$ cat src/pbo_params.svh
`ifndef PBO_PARAMS_SVH
`define PBO_PARAMS_SVH

// Register byte offsets
`define PBO_OFF_MCU 8'h00
`define PBO_OFF_DIR 8'h04
`define PBO_OFF_OUT 8'h08
`define PBO_OFF_PIN 8'h0C

// Control register field positions
`define PBO_MCU_SPS 7
`define PBO_MCU_PUD 4
`define PBO_MCU_VTS 1
`define PBO_MCU_VCE 0
// Writable bits of the control register
`define PBO_MCU_WMASK 8'h93
`define PBO_MCU_RST 8'h00

// Port B pin positions
`define PBO_PB_SCK 7
`define PBO_PB_ICP 6
`define PBO_PB_IRQ2 5
`define PBO_PB_IRQ1 2
`define PBO_PB_MOSI 1
`define PBO_PB_MISO 0

// Bus answers
`define PBO_RESP_OKAY 2'h0
`define PBO_RESP_SLVERR 2'h2
`define PBO_NPIN 8

`endif

$ cat src/pbo_pkg.sv
package pbo_pkg;

   // Register state of the port block outside its input synchroniser
   typedef struct packed {
      logic awready;
      logic wready;
      logic bvalid;
      logic [1:0] bresp;
      logic arready;
      logic rvalid;
      logic [1:0] rresp;
      logic [31:0] rdata;
      logic aw_full;
      logic [7:0] awaddr;
      logic w_full;
      logic [7:0] wdata;
      logic wlane0;
      logic [7:0] mcu;
      logic [7:0] dir;
      logic [7:0] outv;
      logic [7:0] pad_out;
      logic [7:0] pad_oe_n;
      logic [7:0] pad_pu;
   } pbo_state_t;

endpackage : pbo_pkg

$ cat src/pbo_port_b.sv
`timescale 1ns/10ps
`include "pbo_params.svh"
// Functional notes
// - Plain pull-up when input, one, no disable
// - Override enable gives pull-up its value
// - Driver enable follows override or direction
// - Override value switches driver regardless
// - Driven level from override or output bit
// - Override value wins over output bit
// - Toggle override inverts the output bit
// - Input enable from sleep state or override
// - Input override ignores sleep state
// - Sense line taken before the synchroniser
// - Analog line bypasses digital path
// - Pull-up disable bit kills plain pull-ups
// - Serial slave forces clock pin input unless stage 0 drives it
// - Serial master keeps clock direction bit
// - Forced clock input keeps pull-up control
// - Serial clock, data pins on Port B
// - Capture and interrupt pins on Port B
// - Power-stage outputs on Port B
// - Direction one is output, zero input
// - Sample bit write one toggles output
// - Sleep clamps inputs unless overridden
module pbo_port_b #(
   parameter int AW = 8
) (
   // Clock and reset
   input wire logic aclk,
   input wire logic aresetn,
   // AXI4-Lite write channels
   input wire logic [AW-1:0] s_axi_awaddr,
   input wire logic s_axi_awvalid,
   output logic s_axi_awready,
   input wire logic [31:0] s_axi_wdata,
   input wire logic [3:0] s_axi_wstrb,
   input wire logic s_axi_wvalid,
   output logic s_axi_wready,
   output logic [1:0] s_axi_bresp,
   output logic s_axi_bvalid,
   input wire logic s_axi_bready,
   // AXI4-Lite read channels
   input wire logic [AW-1:0] s_axi_araddr,
   input wire logic s_axi_arvalid,
   output logic s_axi_arready,
   output logic [31:0] s_axi_rdata,
   output logic [1:0] s_axi_rresp,
   output logic s_axi_rvalid,
   input wire logic s_axi_rready,
   // Generic override enables and values from peripherals
   input wire logic [7:0] pullup_override_en,
   input wire logic [7:0] pullup_override_val,
   input wire logic [7:0] dir_override_en,
   input wire logic [7:0] dir_override_val,
   input wire logic [7:0] value_override_en,
   input wire logic [7:0] value_override_val,
   input wire logic [7:0] toggle_override_en,
   input wire logic [7:0] input_en_override_en,
   input wire logic [7:0] input_en_override_val,
   // Sleep controller clamp request
   input wire logic sleep_clamp,
   // Serial interface, power-stage and interrupt-enable state
   input wire logic spi_en,
   input wire logic spi_master,
   input wire logic spi_sck_out,
   input wire logic stage0_en1,
   input wire logic stage0_out1,
   input wire logic stage1_en1,
   input wire logic stage1_out1,
   input wire logic stage2_en1,
   input wire logic stage2_out1,
   input wire logic stage2_en0,
   input wire logic stage2_out0,
   input wire logic ext_irq1_en,
   input wire logic ext_irq2_en,
   // Pads
   input wire logic [7:0] pad_in,
   output logic [7:0] pad_out,
   output logic [7:0] pad_oe_n,
   output logic [7:0] pad_pullup_en,
   // Unsynchronised sense lines to peripherals
   output logic [7:0] alt_sense_in
);

   // Map is fixed to one eight-pin port
   if (AW < 8)
   begin : g_chk
      $error("pbo_port_b: AW must be at least 8");
   end

   pbo_pkg::pbo_state_t s;
   pbo_pkg::pbo_state_t n;
   logic [7:0] m_pu_oe, m_pu_ov, m_dd_oe, m_dd_ov;
   logic [7:0] m_pv_oe, m_pv_ov, m_die_oe, m_die_ov;
   logic [7:0] pu_oe, pu_ov, dd_oe, dd_ov, pv_oe, pv_ov, die_oe, die_ov;
   logic [7:0] pu_eff, oe_eff, val_eff, die_eff, pin_sync;
   logic wr_go;
   logic [7:0] wr_addr;
   logic [7:0] rd_addr;

   // Alternate map of this port
   pbo_pb_altmap u_map (
      .spi_en(spi_en),
      .spi_master(spi_master),
      .spi_pin_select(s.mcu[`PBO_MCU_SPS]),
      .spi_sck_out(spi_sck_out),
      .pb7_output_bit(s.outv[`PBO_PB_SCK]),
      .global_pullup_off(s.mcu[`PBO_MCU_PUD]),
      .stage0_en1(stage0_en1),
      .stage0_out1(stage0_out1),
      .stage1_en1(stage1_en1),
      .stage1_out1(stage1_out1),
      .stage2_en1(stage2_en1),
      .stage2_out1(stage2_out1),
      .stage2_en0(stage2_en0),
      .stage2_out0(stage2_out0),
      .ext_irq1_en(ext_irq1_en),
      .ext_irq2_en(ext_irq2_en),
      .m_pu_oe(m_pu_oe),
      .m_pu_ov(m_pu_ov),
      .m_dd_oe(m_dd_oe),
      .m_dd_ov(m_dd_ov),
      .m_pv_oe(m_pv_oe),
      .m_pv_ov(m_pv_ov),
      .m_die_oe(m_die_oe),
      .m_die_ov(m_die_ov)
   );

   // merge peripheral override pairs
   // A stray value without its enable must not leak into the map
   assign pu_oe = pullup_override_en | m_pu_oe;
   assign pu_ov = (pullup_override_en & pullup_override_val)
      | (~pullup_override_en & m_pu_ov);
   assign dd_oe = dir_override_en | m_dd_oe;
   assign dd_ov = (dir_override_en & dir_override_val)
      | (~dir_override_en & m_dd_ov);
   assign pv_oe = value_override_en | m_pv_oe;
   assign pv_ov = (value_override_en & value_override_val)
      | (~value_override_en & m_pv_ov);
   assign die_oe = input_en_override_en | m_die_oe;
   assign die_ov = (input_en_override_en & input_en_override_val)
      | (~input_en_override_en & m_die_ov);

   // Per-pin override equations
   for (genvar i = 0; i < `PBO_NPIN; i++)
   begin : g_pin
      assign pu_eff[i] = pu_oe[i] ? pu_ov[i] :
         (~s.dir[i] & s.outv[i] & ~s.mcu[`PBO_MCU_PUD]);
      assign oe_eff[i] = dd_oe[i] ? dd_ov[i] : s.dir[i];
      assign val_eff[i] = pv_oe[i] ? pv_ov[i] : s.outv[i];
      assign die_eff[i] = die_oe[i] ? die_ov[i] : ~sleep_clamp;
   end

   assign alt_sense_in = pad_in & die_eff;
   // analog line joins at the pad, not here

   // Port's own sample path
   pbo_sync2 #(
      .W(`PBO_NPIN)
   ) u_sync (
      .aclk(aclk),
      .aresetn(aresetn),
      .d(alt_sense_in),
      .q(pin_sync)
   );

   assign rd_addr = {s_axi_araddr[7:2], 2'b00};

   // Next state: bus slave, port registers, pad flops
   always_comb
   begin
      n = s;
      wr_go = 1'b0;
      // Write completion handshake
      if (s.bvalid && s_axi_bready)
      begin
         n.bvalid = 1'b0;
      end
      // Address and data accepted in either order
      if (s_axi_awvalid && s.awready)
      begin
         n.aw_full = 1'b1;
         n.awaddr = s_axi_awaddr[7:0];
      end
      if (s_axi_wvalid && s.wready)
      begin
         n.w_full = 1'b1;
         n.wdata = s_axi_wdata[7:0];
         n.wlane0 = s_axi_wstrb[0];
      end
      // Decode from the held address, no loop through a net
      wr_addr = {n.awaddr[7:2], 2'b00};
      wr_go = n.aw_full && n.w_full && !n.bvalid;
      // software toggle path shares the write
      if (wr_go)
      begin
         n.aw_full = 1'b0;
         n.w_full = 1'b0;
         n.bvalid = 1'b1;
         n.bresp = `PBO_RESP_OKAY;
         case (wr_addr)
            `PBO_OFF_MCU:
               if (n.wlane0)
                  n.mcu = n.wdata & `PBO_MCU_WMASK;
            `PBO_OFF_DIR:
               if (n.wlane0)
                  n.dir = n.wdata;
            `PBO_OFF_OUT:
               if (n.wlane0)
                  n.outv = n.wdata;
            `PBO_OFF_PIN:
               if (n.wlane0)
                  n.outv = s.outv ^ n.wdata;
            default:
               n.bresp = `PBO_RESP_SLVERR;
         endcase
      end
      // peripheral toggle on top of any write
      n.outv = n.outv ^ toggle_override_en;
      // Read channel, one outstanding read
      if (s.rvalid && s_axi_rready)
      begin
         n.rvalid = 1'b0;
      end
      if (s_axi_arvalid && s.arready)
      begin
         n.rvalid = 1'b1;
         n.rresp = `PBO_RESP_OKAY;
         n.rdata = '0;
         case (rd_addr)
            `PBO_OFF_MCU: n.rdata[7:0] = s.mcu;
            `PBO_OFF_DIR: n.rdata[7:0] = s.dir;
            `PBO_OFF_OUT: n.rdata[7:0] = s.outv;
            `PBO_OFF_PIN: n.rdata[7:0] = pin_sync;
            default: n.rresp = `PBO_RESP_SLVERR;
         endcase
      end
      // Ready drops while a channel holds its item
      n.awready = !n.aw_full && !n.bvalid;
      n.wready = !n.w_full && !n.bvalid;
      n.arready = !n.rvalid;
      // Pad drive registered to keep outputs glitch free
      n.pad_out = val_eff;
      n.pad_oe_n = ~oe_eff;
      n.pad_pu = pu_eff;
   end

   // reset leaves a plain tri-stated port
   always_ff @(posedge aclk)
   begin
      if (!aresetn)
      begin
         s <= '0;
         s.pad_oe_n <= '1;
      end
      else
      begin
         s <= n;
      end
   end

   // Outputs straight from the state flops
   assign s_axi_awready = s.awready;
   assign s_axi_wready = s.wready;
   assign s_axi_bvalid = s.bvalid;
   assign s_axi_bresp = s.bresp;
   assign s_axi_arready = s.arready;
   assign s_axi_rvalid = s.rvalid;
   assign s_axi_rresp = s.rresp;
   assign s_axi_rdata = s.rdata;
   assign pad_out = s.pad_out;
   assign pad_oe_n = s.pad_oe_n;
   assign pad_pullup_en = s.pad_pu;
endmodule : pbo_port_b

$ cat src/pbo_sync2.sv
`timescale 1ns/10ps
module pbo_sync2 #(
   parameter int W = 8
) (
   // Clock and reset
   input wire logic aclk,
   input wire logic aresetn,
   // Asynchronous level in, synchronised level out
   input wire logic [W-1:0] d,
   output logic [W-1:0] q
);

   logic [W-1:0] meta_q;

   // A zero-width bus leaves nothing to synchronise
   if (W < 1)
   begin : g_chk
      $error("pbo_sync2: W must be at least 1");
   end

   // Two stages per bit; the first stage feeds only the second
   for (genvar i = 0; i < W; i++)
   begin : g_bit
      always_ff @(posedge aclk)
      begin
         if (!aresetn)
         begin
            meta_q[i] <= 1'b0;
            q[i] <= 1'b0;
         end
         else
         begin
            meta_q[i] <= d[i];
            q[i] <= meta_q[i];
         end
      end
   end

endmodule : pbo_sync2

$ cat src/pbo_pb_altmap.sv
`timescale 1ns/10ps
`include "pbo_params.svh"
module pbo_pb_altmap (
   // Serial interface state
   input wire logic spi_en,
   input wire logic spi_master,
   input wire logic spi_pin_select,
   input wire logic spi_sck_out,
   // Port state used by the pull-up override
   input wire logic pb7_output_bit,
   input wire logic global_pullup_off,
   // Power-stage enables and levels
   input wire logic stage0_en1,
   input wire logic stage0_out1,
   input wire logic stage1_en1,
   input wire logic stage1_out1,
   input wire logic stage2_en1,
   input wire logic stage2_out1,
   input wire logic stage2_en0,
   input wire logic stage2_out0,
   // External interrupt enables
   input wire logic ext_irq1_en,
   input wire logic ext_irq2_en,
   // Generated override pairs
   output logic [7:0] m_pu_oe,
   output logic [7:0] m_pu_ov,
   output logic [7:0] m_dd_oe,
   output logic [7:0] m_dd_ov,
   output logic [7:0] m_pv_oe,
   output logic [7:0] m_pv_ov,
   output logic [7:0] m_die_oe,
   output logic [7:0] m_die_ov
);

   logic spi_slave;
   logic spi_mst;

   // Serial pins only act when routed to this port
   assign spi_slave = spi_en & ~spi_master & spi_pin_select;
   assign spi_mst = spi_en & spi_master & spi_pin_select;

   // Fixed per-pin alternate map, unused pins stay zero
   always_comb
   begin
      m_pu_oe = '0;
      m_pu_ov = '0;
      m_dd_oe = '0;
      m_dd_ov = '0;
      m_pv_oe = '0;
      m_pv_ov = '0;
      m_die_oe = '0;
      m_die_ov = '0;
      m_dd_oe[`PBO_PB_SCK] = spi_slave | stage0_en1;
      m_dd_ov[`PBO_PB_SCK] = stage0_en1;
      m_pu_oe[`PBO_PB_SCK] = spi_slave & ~stage0_en1;
      m_pu_ov[`PBO_PB_SCK] = pb7_output_bit & ~global_pullup_off;
      m_pv_oe[`PBO_PB_SCK] = spi_mst | stage0_en1;
      m_pv_ov[`PBO_PB_SCK] = stage0_en1 ? stage0_out1 : spi_sck_out;
      m_dd_oe[`PBO_PB_ICP] = stage1_en1;
      m_dd_ov[`PBO_PB_ICP] = 1'b1;
      m_pv_oe[`PBO_PB_ICP] = stage1_en1;
      m_pv_ov[`PBO_PB_ICP] = stage1_out1;
      m_dd_oe[`PBO_PB_MOSI] = stage2_en1;
      m_dd_ov[`PBO_PB_MOSI] = 1'b1;
      m_pv_oe[`PBO_PB_MOSI] = stage2_en1;
      m_pv_ov[`PBO_PB_MOSI] = stage2_out1;
      m_dd_oe[`PBO_PB_MISO] = stage2_en0;
      m_dd_ov[`PBO_PB_MISO] = 1'b1;
      m_pv_oe[`PBO_PB_MISO] = stage2_en0;
      m_pv_ov[`PBO_PB_MISO] = stage2_out0;
      m_die_oe[`PBO_PB_IRQ2] = ext_irq2_en;
      m_die_ov[`PBO_PB_IRQ2] = ext_irq2_en;
      m_die_oe[`PBO_PB_IRQ1] = ext_irq1_en;
      m_die_ov[`PBO_PB_IRQ1] = ext_irq1_en;
   end

endmodule : pbo_pb_altmap

$ cat config.mk
export PLATFORM = sky130hd
export DESIGN_NAME = pbo_port_b
export DESIGN_NICKNAME = d
export VERILOG_FILES = /design/src/pbo_pkg.sv /design/src/pbo_port_b.sv /design/src/pbo_sync2.sv /design/src/pbo_pb_altmap.sv
export VERILOG_INCLUDE_DIRS = /design/src
export SDC_FILE = /design/constraint.sdc
export NUM_CORES = 1
export LEC_CHECK = 0
export BUFFER_PORTS_ARGS = -buffer_cell sky130_fd_sc_hd__buf_2
export CAP_MARGIN = 20
export CORE_MARGIN = 4
export CORE_UTILIZATION = 40
export CTS_BUF_LIST = sky130_fd_sc_hd__clkbuf_16
export CTS_CLUSTER_SIZE = 14
export DETAILED_ROUTE_END_ITERATION = 7
export PLACE_DENSITY_LB_ADDON = 0.2
export SLEW_MARGIN = 20
export SYNTH_ARGS = -nofsm -noshare
export SYNTH_HDL_FRONTEND = slang
export SYNTH_SLANG_ARGS = --single-unit
$ cat constraint.sdc
create_clock -name aclk -period 4.15 [get_ports aclk]
set_input_delay 0.83 -clock aclk [delete_from_list [all_inputs] [get_ports aclk]]
set_output_delay 0.83 -clock aclk [all_outputs]
set_load 0.03 [all_outputs]
==> results of run 1 <==
[cells in the final DEF, fill, tap and decap left out, drive strengths merged, types with 5 or more instances in the layout]
cell / instances
clkbuf: 9
mux2i: 31
clkinv: 5
nor4b: 9
a21boi: 10
nand2: 54
nor2b: 21
nand4: 8
and2: 31
and3: 10
nand3: 7
dfxtp: 92
buf: 169
mux2: 12
a32o: 5
o21ai: 22
nand2b: 19
a22oi: 8
a21oi: 18
conb: 26
o211a: 12
[sequential cells by signal (all words and copies together), names as in the netlist]
name and flops:
pad_oe_n 8, pad_out 8, pad_pullup_en 8, s 37, s_axi_arready 1, s_axi_awready 1
s_axi_bresp 1, s_axi_bvalid 1, s_axi_rdata 8, s_axi_rresp 1, s_axi_rvalid 1, s_axi_wready 1
u_sync.meta_q 8, u_sync.q 8
[worst max-delay path: cells and delay by family]
family	cells	cell delay, ps
buffers and inverters	1	180
and+or+nand+nor	3	1430
AOI/OAI and AO/OA	2	310
[kinds of logic after synthesis]
group                  synth area share (%)
AO/OA/AOI/OAI                          15.0
buffers and inverters                  13.0
other                                0.0799
AND/OR/NAND/NOR                        21.1
flip-flops                             39.3
multiplexers                           11.5
[layer usage]
metal  vias up  global-route usage, %  share of wire (%)
li1       1892                      -                  -
met1      1714                   19.3                 42
met2       132                   27.1                 48
met3        16                   3.68                8.0
met4         2                   5.80                1.8
met5         -                      0               0.12
[per-stage QoR]
stage	hold slack (ps)	utilization, %	power [mW]
after floorplan	399	-	1.25
after global placement	409	45.4	1.32
after detailed placement	415	45.4	1.33
after CTS	424	47.9	2.14
after global routing	447	47.9	2.22
final	420	47.9	2.11
[final cells by class]
class                   count  share of cell area (%)
well taps                 143                    3.25
clock buffers               9                    4.10
inverters                   1                  0.0683
clock inverters             7                    1.25
repair buffers            169                    15.4
multi-input cells         338                    42.4
flip-flops and latches     92                    33.5
[power breakdown]
part           switching [mW]  internal (mW)
clock                   0.338          0.464
combinational           0.209          0.142
sequential             0.0320          0.926
total                   0.578           1.53
[worst min-delay path by stage]
stage	start	to	slack [ps]	depth (start not counted)
final	s[66]	s_axi_awready	420	1
after global routing	u_sync.meta_q[3]	u_sync.q[3]	450	1
after CTS	s[66]	s_axi_awready	420	1
after detailed placement	s[57]	s_axi_wready	420	1
after global placement	s[66]	s_axi_awready	410	1
after floorplan	s[66]	s_axi_awready	400	1
==> results.md, run 1 <==
* DP Area at 5200 um^2
* Site row count at 39
* # setup viols final at 0
* Layout cells sized above 1 at 34.7%
* CTS tree: done
* Later-pin clock latency in the skew report at roughly 340 ps
* Via/cell ratio at 4.95
* Post-CTS Resized at 0
* Combined flip-flop and latch cell area at 1840 um^2
* Hold-fix buffer count after cts at 0
* Largest area contributor in the netlist: dfxtp_1
* P per Cell Area at 384 nW/um^2
* Port bufs at 168
* Critical Path Max Stage Delay at 760 ps
* Tmin final at 2520 ps
* Startpoint Class: input port
* Detailed Route WL at 10.9 mm
* Setup bufs post-CTS at 0
* Hold Violations, Final at 0
* CTS Root Cell: clkbuf_16
* Routability Congestion at 0.778
* PnR worst setup slack at roughly 1600 ps
* Run status: finished, final reports clean
* Post-synth EDFFs at 0
* Ranking of synthesized cells by area: dfxtp_1, buf_4, mux2i_1, nand2_1, and2_1
* Worst setup path class: in -> reg
* Synthesized cell area at about 4700 um^2
* Hold Path Class: reg -> reg
* Required @ worst endpoint at ~4400 ps
* # DRC at 0
* Clock transition at path regs at 60 ps
* Final Max Slew Viols at 0
* Worst path cell trace: buf_2 -> a21oi_1 -> nor3_4 -> nor4b_4 -> nand2_1 -> o211a_1
* First-pass GRT wire length at between 15 and 20 mm
* Leak at about 2.6 nW
* # diodes at 0
* CTS sink count at 92
* Post-synth ARST share at 0%
* Initial antenna violation count at 1
* Critical R2R Launch: s_axi_awready
* Core area at about 11,000 um^2
* DP Cell Count at 743
* Synth cell types at 48
* IO Pins at 226
* Peak Freq at 0.396 GHz
* Synth top area share at between 30% and 40%
* Final Cell Area at between 5000 and 6000 um^2
* Grt ovf at 0
* Max Buffers Root-to-Sink at 2
* CP Capture Point: s[36]
* Place WS at 1250 ps
* CP endpoint kind: register
* Post-DP HPWL at 8.41 mm
* Final Instance Count excl. Fillers at 759
* Period utilization at 60.8%
* Maxcap violations at 0
* Flop2flop setup slack at 1750 ps
* Worst path arrival time at 2760 ps
* Cells after Synth at between 400 and 500
* Starting DRC count in detailed routing at around 150
* Commonest cells in the netlist: dfxtp_1, buf_4, nand2_1, and2_1, mux2i_1
* Maximum net fanout on the critical path at 17
* Area of the multi-input gates at 2330 um^2
* Most frequent cell after synthesis: dfxtp_1
* Gr usage total at 15.8%
* Setup crit start: s_axi_awvalid
* Yosys reg bits at 92
* R2r worst-path depth at 5
* Reg2Reg Capture Point: s[36]
* # fillers at 1,117
* Largest net degree at the start of global routing at 55
* Slew @ Worst Pin at 796 ps
* Post-layout nets at 764
* Area of the die at 13,500 um^2
* RSZ-0062 raised after global routing: false
* Setup TNS at 0 ps
* Antenna-violating nets left at 0
* Area growth, synth to finish at 17.2%
* H-tree levels at 3
* Sequential share of the synthesized area at 39.3%
* Slew headroom at between 40% and 50%
* Wire per inst at 14.4 um
* Vias at 3,756
* Total CTS buffers at 9
* Maximum vdd drop at between 200 and 250 uV
* Die H at roughly 120 um
* Vias in the first global route at 3,576
* Ys flop type: dfxtp_1
* Die span in x at 116 um
* Syn Area/Cell at ~9.6 um^2
* Clk_skew at 6.86 ps
* First-pass iteration count of the detailed router at 4
* Synth warn at 0
* Effective utilization at floorplan at 40.9%
* Worst path slowest cell: nor4b_4
Power figures use the tool's default switching activity.
==> run 2, diff against run 1 <==
clock period = 2.4 ns   (was 4.15 ns; I/O delays follow)
==> run 2 against run 1 <==
Clock-buffer cell count unchanged. Clock skew increased by 0.74 ps. Largest cell class unchanged. First-iteration DRC count increased by 33%. Cell count increased by 1.2%. Critical path depth decreased by 1. Sequential power increased by 73%. Final area increased by 1.1%.
==> results.md, run 2 (synthesis results as in run 1) <==
* Run status: finished, final reports clean (unchanged)
* CTS Root Cell: clkbuf_16 (unchanged)
* Required @ worst endpoint at 2670 ps (was 4390 ps)
* # DRC at 0 (unchanged)
* # diodes at 0 (unchanged)
* Layout cells sized above 1 at 35.7% (was 34.7%)
* Total power at 3.58 mW (was 2.11 mW)
* Tmin final at 1960 ps
* Worst path arrival time at 2230 ps (was 2760 ps)
* R2r worst-path depth at 5 (unchanged)
* Area growth, synth to finish at 18.5% (was 17.2%)
* Starting DRC count in detailed routing at 197 (was 148)
* Initial antenna violation count at 0 (was 1)
* Wire per inst at 14.3 um (was 14.4 um)
* Leak at 2.61 nW (was 2.58 nW)
* Seq pwr share at 46.3% (was 45.4%)
* Switch share at 28.5% (was 27.4%)
* Reg2Reg Capture Point: s[26] (was s[36])
* Post-layout nets at 773 (was 764)
* Total CTS buffers at 9 (unchanged)
* Detailed Route WL at 11.0 mm (was 10.9 mm)
* Worst Hold Endpoint: pad_oe_n[6] (was s_axi_awready)
* Largest register by flop count: s (unchanged)
* First-pass iteration count of the detailed router at 4 (unchanged)
* Sw Pwr at 1.02 mW (was 578 uW)
* Core area at 11,500 um^2 (unchanged)
* CTS sink count at 92 (unchanged)
* Flop2flop setup slack at 440 ps (was 1750 ps)
* Cell Int Power at 2.56 mW (was 1.53 mW)
* Final Max Slew Viols at 0 (unchanged)
* Most frequent cells in the layout: buf_2, dfxtp_1, nand2_1 (unchanged)
* Gr usage total at 16.2% (was 15.8%)
* Commonest non-fill, non-tap cell in the layout: buf_2 (unchanged)
* Die H at 116 um (unchanged)
* Maximum net fanout on the critical path at 13 (was 17)
* Period utilization at 81.9%
* Clk_skew at 7.59 ps (was 6.86 ps)
* WHS Path Cells at 3 (was 1)
* WHS at 365 ps (was 420 ps)
* Setup crit start: s_axi_awready (was s_axi_awvalid)
* RSZ-0062 raised after global routing: false (unchanged)
* CP endpoint kind: register (unchanged)
* Post-CTS Resized at 0 (unchanged)
* Routability Congestion at 0.785 (was 0.778)
* Maximum vdd drop at 369 uV (was 205 uV)
* Die span in x at 116 um (unchanged)
* Hold-fix buffer count after cts at 0 (unchanged)
* Max Buffers Root-to-Sink at 2 (unchanged)
* Via/cell ratio at 4.92 (was 4.95)
* Slew @ Worst Pin at 550 ps (was 796 ps)
* Worst setup path class: reg -> reg (was in -> reg)
* Post-DP HPWL at 8.62 mm (was 8.41 mm)
* Setup TNS at 0 ps (unchanged)
* Site row count at 39 (unchanged)
* Setup bufs post-CTS at 0 (unchanged)
* Effective utilization at floorplan at 40.9% (unchanged)
* Place WS at 223 ps (was 1250 ps)
* Port bufs at 168 (unchanged)
* PnR worst setup slack at 435 ps (was 1630 ps)
* Clock power share at 36.4% (was 38.0%)
* Worst Hold Launch: dir_override_en[6] (was s[66])
* Peak Freq at a little over 0.5 GHz
* Hold Path Class: in -> reg (was reg -> reg)
* P per Cell Area at 644 nW/um^2 (was 384 nW/um^2)
* Maxcap violations at 0 (unchanged)
* Largest register FFs at 37 (unchanged)
* Core Util, Final at 48.5% (was 47.9%)
* H-tree levels at 3 (unchanged)
* First-pass GRT wire length at 17.3 mm (was 16.8 mm)
* Clock transition at path regs at 70 ps (was 60 ps)
* Slew headroom at 63.4% (was 46.9%)
* Vias in the first global route at 3,647 (was 3,576)
* Combinational share of power at 17.3% (was 16.6%)
* Largest net degree at the start of global routing at 48 (was 55)
* CTS tree: done (unchanged)
* # setup viols final at 0 (unchanged)
* IO Pins at 226 (unchanged)
* Critical R2R Launch: s_axi_awready (unchanged)
* Vias at 3,779 (was 3,756)
* Area of the die at 13,500 um^2 (unchanged)
* Antenna-violating nets left at 0 (unchanged)
* Grt ovf at 0 (unchanged)
* Hold Violations, Final at 0 (unchanged)
* Startpoint Class: register (was input port)
* Later-pin clock latency in the skew report at 340 ps (about the same)
-- run 2: cell types whose count changed in the layout (fill, tap and decap cells not counted) --
cell,before,now
buf_4,1,9
inv_6,0,2
buf_12,0,1
bufinv_16,1,0
clkinv_1,1,2
clkinv_2,1,0
clkinv_4,3,2
clkinvlp_4,0,1
inv_1,2,1
-- run 2: worst max-delay path by stage --
stage | end | slack (ps)
5_1_grt | s[25] | 240
2_1_floorplan | s[37] | 440
6_report | s[26] | 440
4_1_cts | s[31] | 420
3_3_place_gp | s[27] | 290
3_5_place_dp | s[27] | 220
-- run 2: layout make-up --
| type | count | area [um^2] |
|---|---|---|
| fillers | 1133 | 5910 |
| clock inverters | 7 | 50.0 |
| multi-input cells | 338 | 2330 |
| flip-flops and latches | 92 | 1840 |
| well taps | 143 | 179 |
| clock buffers | 9 | 225 |
| repair buffers | 178 | 928 |
| inverters | 1 | 3.75 |
-- run 2: worst max-delay path, cell delays in order, from the launching register on --
cell and delay [ps]:
dfxtp_1 540, nand2_2 200, a32o_1 460, a32o_1 310, a22oi_1 170, mux2i_1 200
-- run 2: stage by stage --
stage,area [um^2],instances
after detailed placement,5280,752
after floorplan,4780,516
final,5560,768
after CTS,5560,768
after global placement,5280,752
after global routing,5560,768
-- run 2: power by group through the flow --
stage	Sequential [mW]	Clock (mW)	Combinational (mW)
after floorplan	1.68	0	0.491
after global placement	1.69	0	0.613
after detailed placement	1.69	0	0.623
after CTS	1.66	1.35	0.624
after global routing	1.67	1.42	0.681
final	1.66	1.31	0.620
-- run 2: per-layer routing --
layer  up-vias  global-route usage (%)  part of all wire, %  wire length [um]
met5         -                       0                    0                 0
met4         0                    5.41                  1.4               152
met3        15                    3.68                  7.6               842
met2       134                    29.1                   50              5480
met1      1713                    19.1                   41              4530
li1       1917                       -                    -                 -
==> run 3, diff against run 2 <==
ABC_AREA = 1   (was not set)
clock period = 1.8 ns   (was 2.4 ns; I/O delays follow)
==> run 3 against run 2 <==
Clock power grew 33%. Total power increased by 38%. Non-clock buffer count is 10 higher. Area after synthesis grew 4.7%. Critical endpoint is now s[29].
==> results.md, run 3 <==
* Run status: finished, final reports clean (unchanged)
* First-pass GRT wire length at 19.8 mm (was 17.3 mm)
* Site row count at 40 (was 39)
* Worst path arrival time at 1860 ps (was 2230 ps)
* Yosys reg bits at 92 (unchanged)
* RSZ-0062 raised after global routing: false (unchanged)
* Most frequent cells in the layout: nand2_1, buf_2, inv_1 (was buf_2, dfxtp_1, nand2_1)
* Critical R2R Launch: s_axi_awready (unchanged)
* Sw Pwr at 1.53 mW (was 1.02 mW)
* Post-DP HPWL at 9.39 mm (was 8.62 mm)
* Seq pwr share at 44.8% (was 46.3%)
* Synth warn at 0 (unchanged)
* Clk_skew at 6.47 ps (was 7.59 ps)
* Commonest non-fill, non-tap cell in the layout: nand2_1 (was buf_2)
* Gr usage total at 17.3% (was 16.2%)
* Leak at 3.22 nW (was 2.61 nW)
* Final Max Slew Viols at 0 (unchanged)
* CTS sink count at 92 (unchanged)
* Largest register by flop count: s (unchanged)
* Maximum vdd drop at 388 uV (was 369 uV)
* IO Pins at 226 (unchanged)
* Largest net degree at the start of global routing at 36 (was 48)
* Clock power share at 35.2% (was 36.4%)
* Critical Path Max Stage Delay at 370 ps (was 540 ps)
* Worst Hold Endpoint: pad_oe_n[6] (unchanged)
* Sequential share of the synthesized area at 37.5% (was 39.3%)
* Synthesized cell area at 4910 um^2 (was 4690 um^2)
* Setup TNS at 0 ps (unchanged)
* P per Cell Area at 835 nW/um^2 (was 644 nW/um^2)
* CTS Root Cell: clkbuf_16 (unchanged)
* Worst Hold Launch: dir_override_en[6] (unchanged)
* WHS Path Cells at 2 (was 3)
* DP Area at 5590 um^2 (was 5280 um^2)
* Largest register FFs at 37 (unchanged)
* Cell Int Power at 3.41 mW (was 2.56 mW)
* Vias at 4,590 (was 3,779)
* Port bufs at 168 (unchanged)
* Antenna-violating nets left at 0 (unchanged)
* Die H at 119 um (was 116 um)
* Tmin final at 1630 ps (was 1960 ps)
* Total CTS buffers at 9 (unchanged)
* Maxcap violations at 0 (unchanged)
* Core area at 12,000 um^2 (was 11,500 um^2)
* Synth top area share at 37.5% (was 39.3%)
* Clock transition at path regs at 70 ps (about the same)
* Combined flip-flop and latch cell area at 1850 um^2 (was 1840 um^2)
* Setup crit start: s_axi_awready (unchanged)
* Hold-fix buffer count after cts at 0 (unchanged)
* Startpoint Class: register (unchanged)
* Detailed Route WL at 12.5 mm (was 11.0 mm)
* Later-pin clock latency in the skew report at 340 ps (about the same)
* Ys flop type: dfxtp_1 (unchanged)
* Post-layout nets at 1,017 (was 773)
* Required @ worst endpoint at 2030 ps (was 2670 ps)
* Flop2flop setup slack at 170 ps (was 440 ps)
* Period utilization at 90.6% (was 81.9%)
* Switch share at 30.9% (was 28.5%)
* Crit-path most repeated cell: nand2_1 (was a32o_1)
* Syn Area/Cell at 6.83 um^2 (was 9.55 um^2)
* Die span in x at 119 um (was 116 um)
* H-tree levels at 3 (unchanged)
* Routability Congestion at 0.841 (was 0.785)
* # setup viols final at 0 (unchanged)
* Area of the multi-input gates at 2220 um^2 (was 2330 um^2)
* First-pass iteration count of the detailed router at 5 (was 4)
* CTS tree: done (unchanged)
* Hold Violations, Final at 0 (unchanged)
* Worst path slowest cell: dfxtp_4 (was dfxtp_1)
* Commonest cells in the netlist: nand2_1, inv_1, dfxtp_1, nor2_1, buf_4 (was dfxtp_1, buf_4, nand2_1, and2_1, mux2i_1)
* Worst path cell trace: nand2_4 -> nand2_1 -> nand2_1 -> nand2_1 -> nor2_4 -> nand3_1 -> nand2_1 -> nand2_1 -> a21oi_1 -> nor2_1 (was nand2_2 -> a32o_1 -> a32o_1 -> a22oi_1 -> mux2i_1)
* Starting DRC count in detailed routing at 203 (was 197)
* Synth cell types at 34 (was 48)
* Largest area contributor in the netlist: dfxtp_1 (unchanged)
* Via/cell ratio at 4.52 (was 4.92)
* Reg2Reg Capture Point: s[29] (was s[26])
* Area growth, synth to finish at 20.5% (was 18.5%)
* Area of the die at 14,100 um^2 (was 13,500 um^2)
* Layout cells sized above 1 at 26.9% (was 35.7%)
* Combinational share of power at 19.9% (was 17.3%)
* Effective utilization at floorplan at 40.9% (about the same)
* Most frequent cell after synthesis: nand2_1 (was dfxtp_1)
* CP endpoint kind: register (unchanged)
* Post-synth EDFFs at 0 (unchanged)
* Vias in the first global route at 4,165 (was 3,647)
* Final Cell Area at 5920 um^2 (was 5560 um^2)
* Initial antenna violation count at 0 (unchanged)
* R2r worst-path depth at 10 (was 5)
* Peak Freq at 0.613 GHz (was 0.509 GHz)
* Hold Path Class: in -> reg (unchanged)
* # diodes at 0 (unchanged)
* Total power at 4.94 mW (was 3.58 mW)
* # DRC at 0 (unchanged)
* Worst setup path class: reg -> reg (unchanged)
* Cells after Synth at 719 (was 491)
* Post-synth ARST share at 0% (unchanged)
* Wire per inst at 12.3 um (was 14.3 um)
* # fillers at 1,266 (was 1,133)
* Max Buffers Root-to-Sink at 2 (unchanged)
* Maximum net fanout on the critical path at 9 (was 13)
* Ranking of synthesized cells by area: dfxtp_1, nand2_1, buf_4, inv_1, nor2_1 (was dfxtp_1, buf_4, mux2i_1, nand2_1, and2_1)
* Grt ovf at 0 (unchanged)
run 3: power groups by stage:
stage	Sequential, mW	Clock (mW)	Combinational [mW]
floorplan	2.25	0	0.749
global placement	2.26	0	0.961
detailed placement	2.26	0	0.966
CTS	2.21	1.79	0.969
global route	2.23	1.89	1.10
finish	2.22	1.74	0.985
run 3: kinds of logic (layout without fill, tap and decap cells):
kind of cell	after synthesis	in the layout	share of synthesized area [%]
AND/OR/NAND/NOR	346	348	31.5
buffers and inverters	186	309	20.1
AO/OA/AOI/OAI	94	94	10.7
flip-flops	92	92	37.5
other	1	26	0.0763
run 3: cell type report:
type	instances	area share [%]
Clock inverter	7	0.740
Multi-Input combinational cell	468	37.5
Clock buffer	9	3.81
Sequential cell	92	31.2
Tap cell	147	3.11
Timing Repair Buffer	188	17.0
Inverter	105	6.66
run 3: worst max-delay path by stage:
stage                     slack [ps]    end
final                            170  s[29]
after floorplan                   90  s[31]
after global routing               6  s[31]
after detailed placement         -20  s[30]
after CTS                         20  s[28]
after global placement             1  s[29]
run 3: per-layer routing:
layer | track usage, % | share of wire, % | routed length [um] | vias up
li1 | - | - | - | 2470
met1 | 23.5 | 47 | 5890 | 1967
met2 | 28.1 | 46 | 5710 | 148
met3 | 2.56 | 6.2 | 772 | 5
met4 | 6.08 | 0.77 | 96 | 0
met5 | 0 | 0 | 0 | -
run 3: per-stage QoR:
stage / std cells / hold slack (ps) / util [%] / setup WS (ps)
global route: 1016 / 199 / 49.3 / 5.85
global placement: 997 / 394 / 46.5 / 1.39
CTS: 1013 / 189 / 48.8 / 15.8
detailed placement: 997 / 396 / 46.5 / -16.6
finish: 1016 / 201 / 49.3 / 169
floorplan: 744 / 390 / - / 93.8
run 3: critical path: cells and delay by family, from the launching register on:
kind	cells	cell delay (ps)
and+or+nand+nor	9	1010
DFF	1	370
AOI/OAI and AO/OA	1	130
run 3: timing repair:
| item | in CTS | in global routing |
|---|---|---|
| endpoints found under the setup margin | 0 | 20 |
| buffers inserted | 0 | 1 |
| endpoints found under the hold margin | 0 | 0 |
| resized for setup | 0 | 11 |
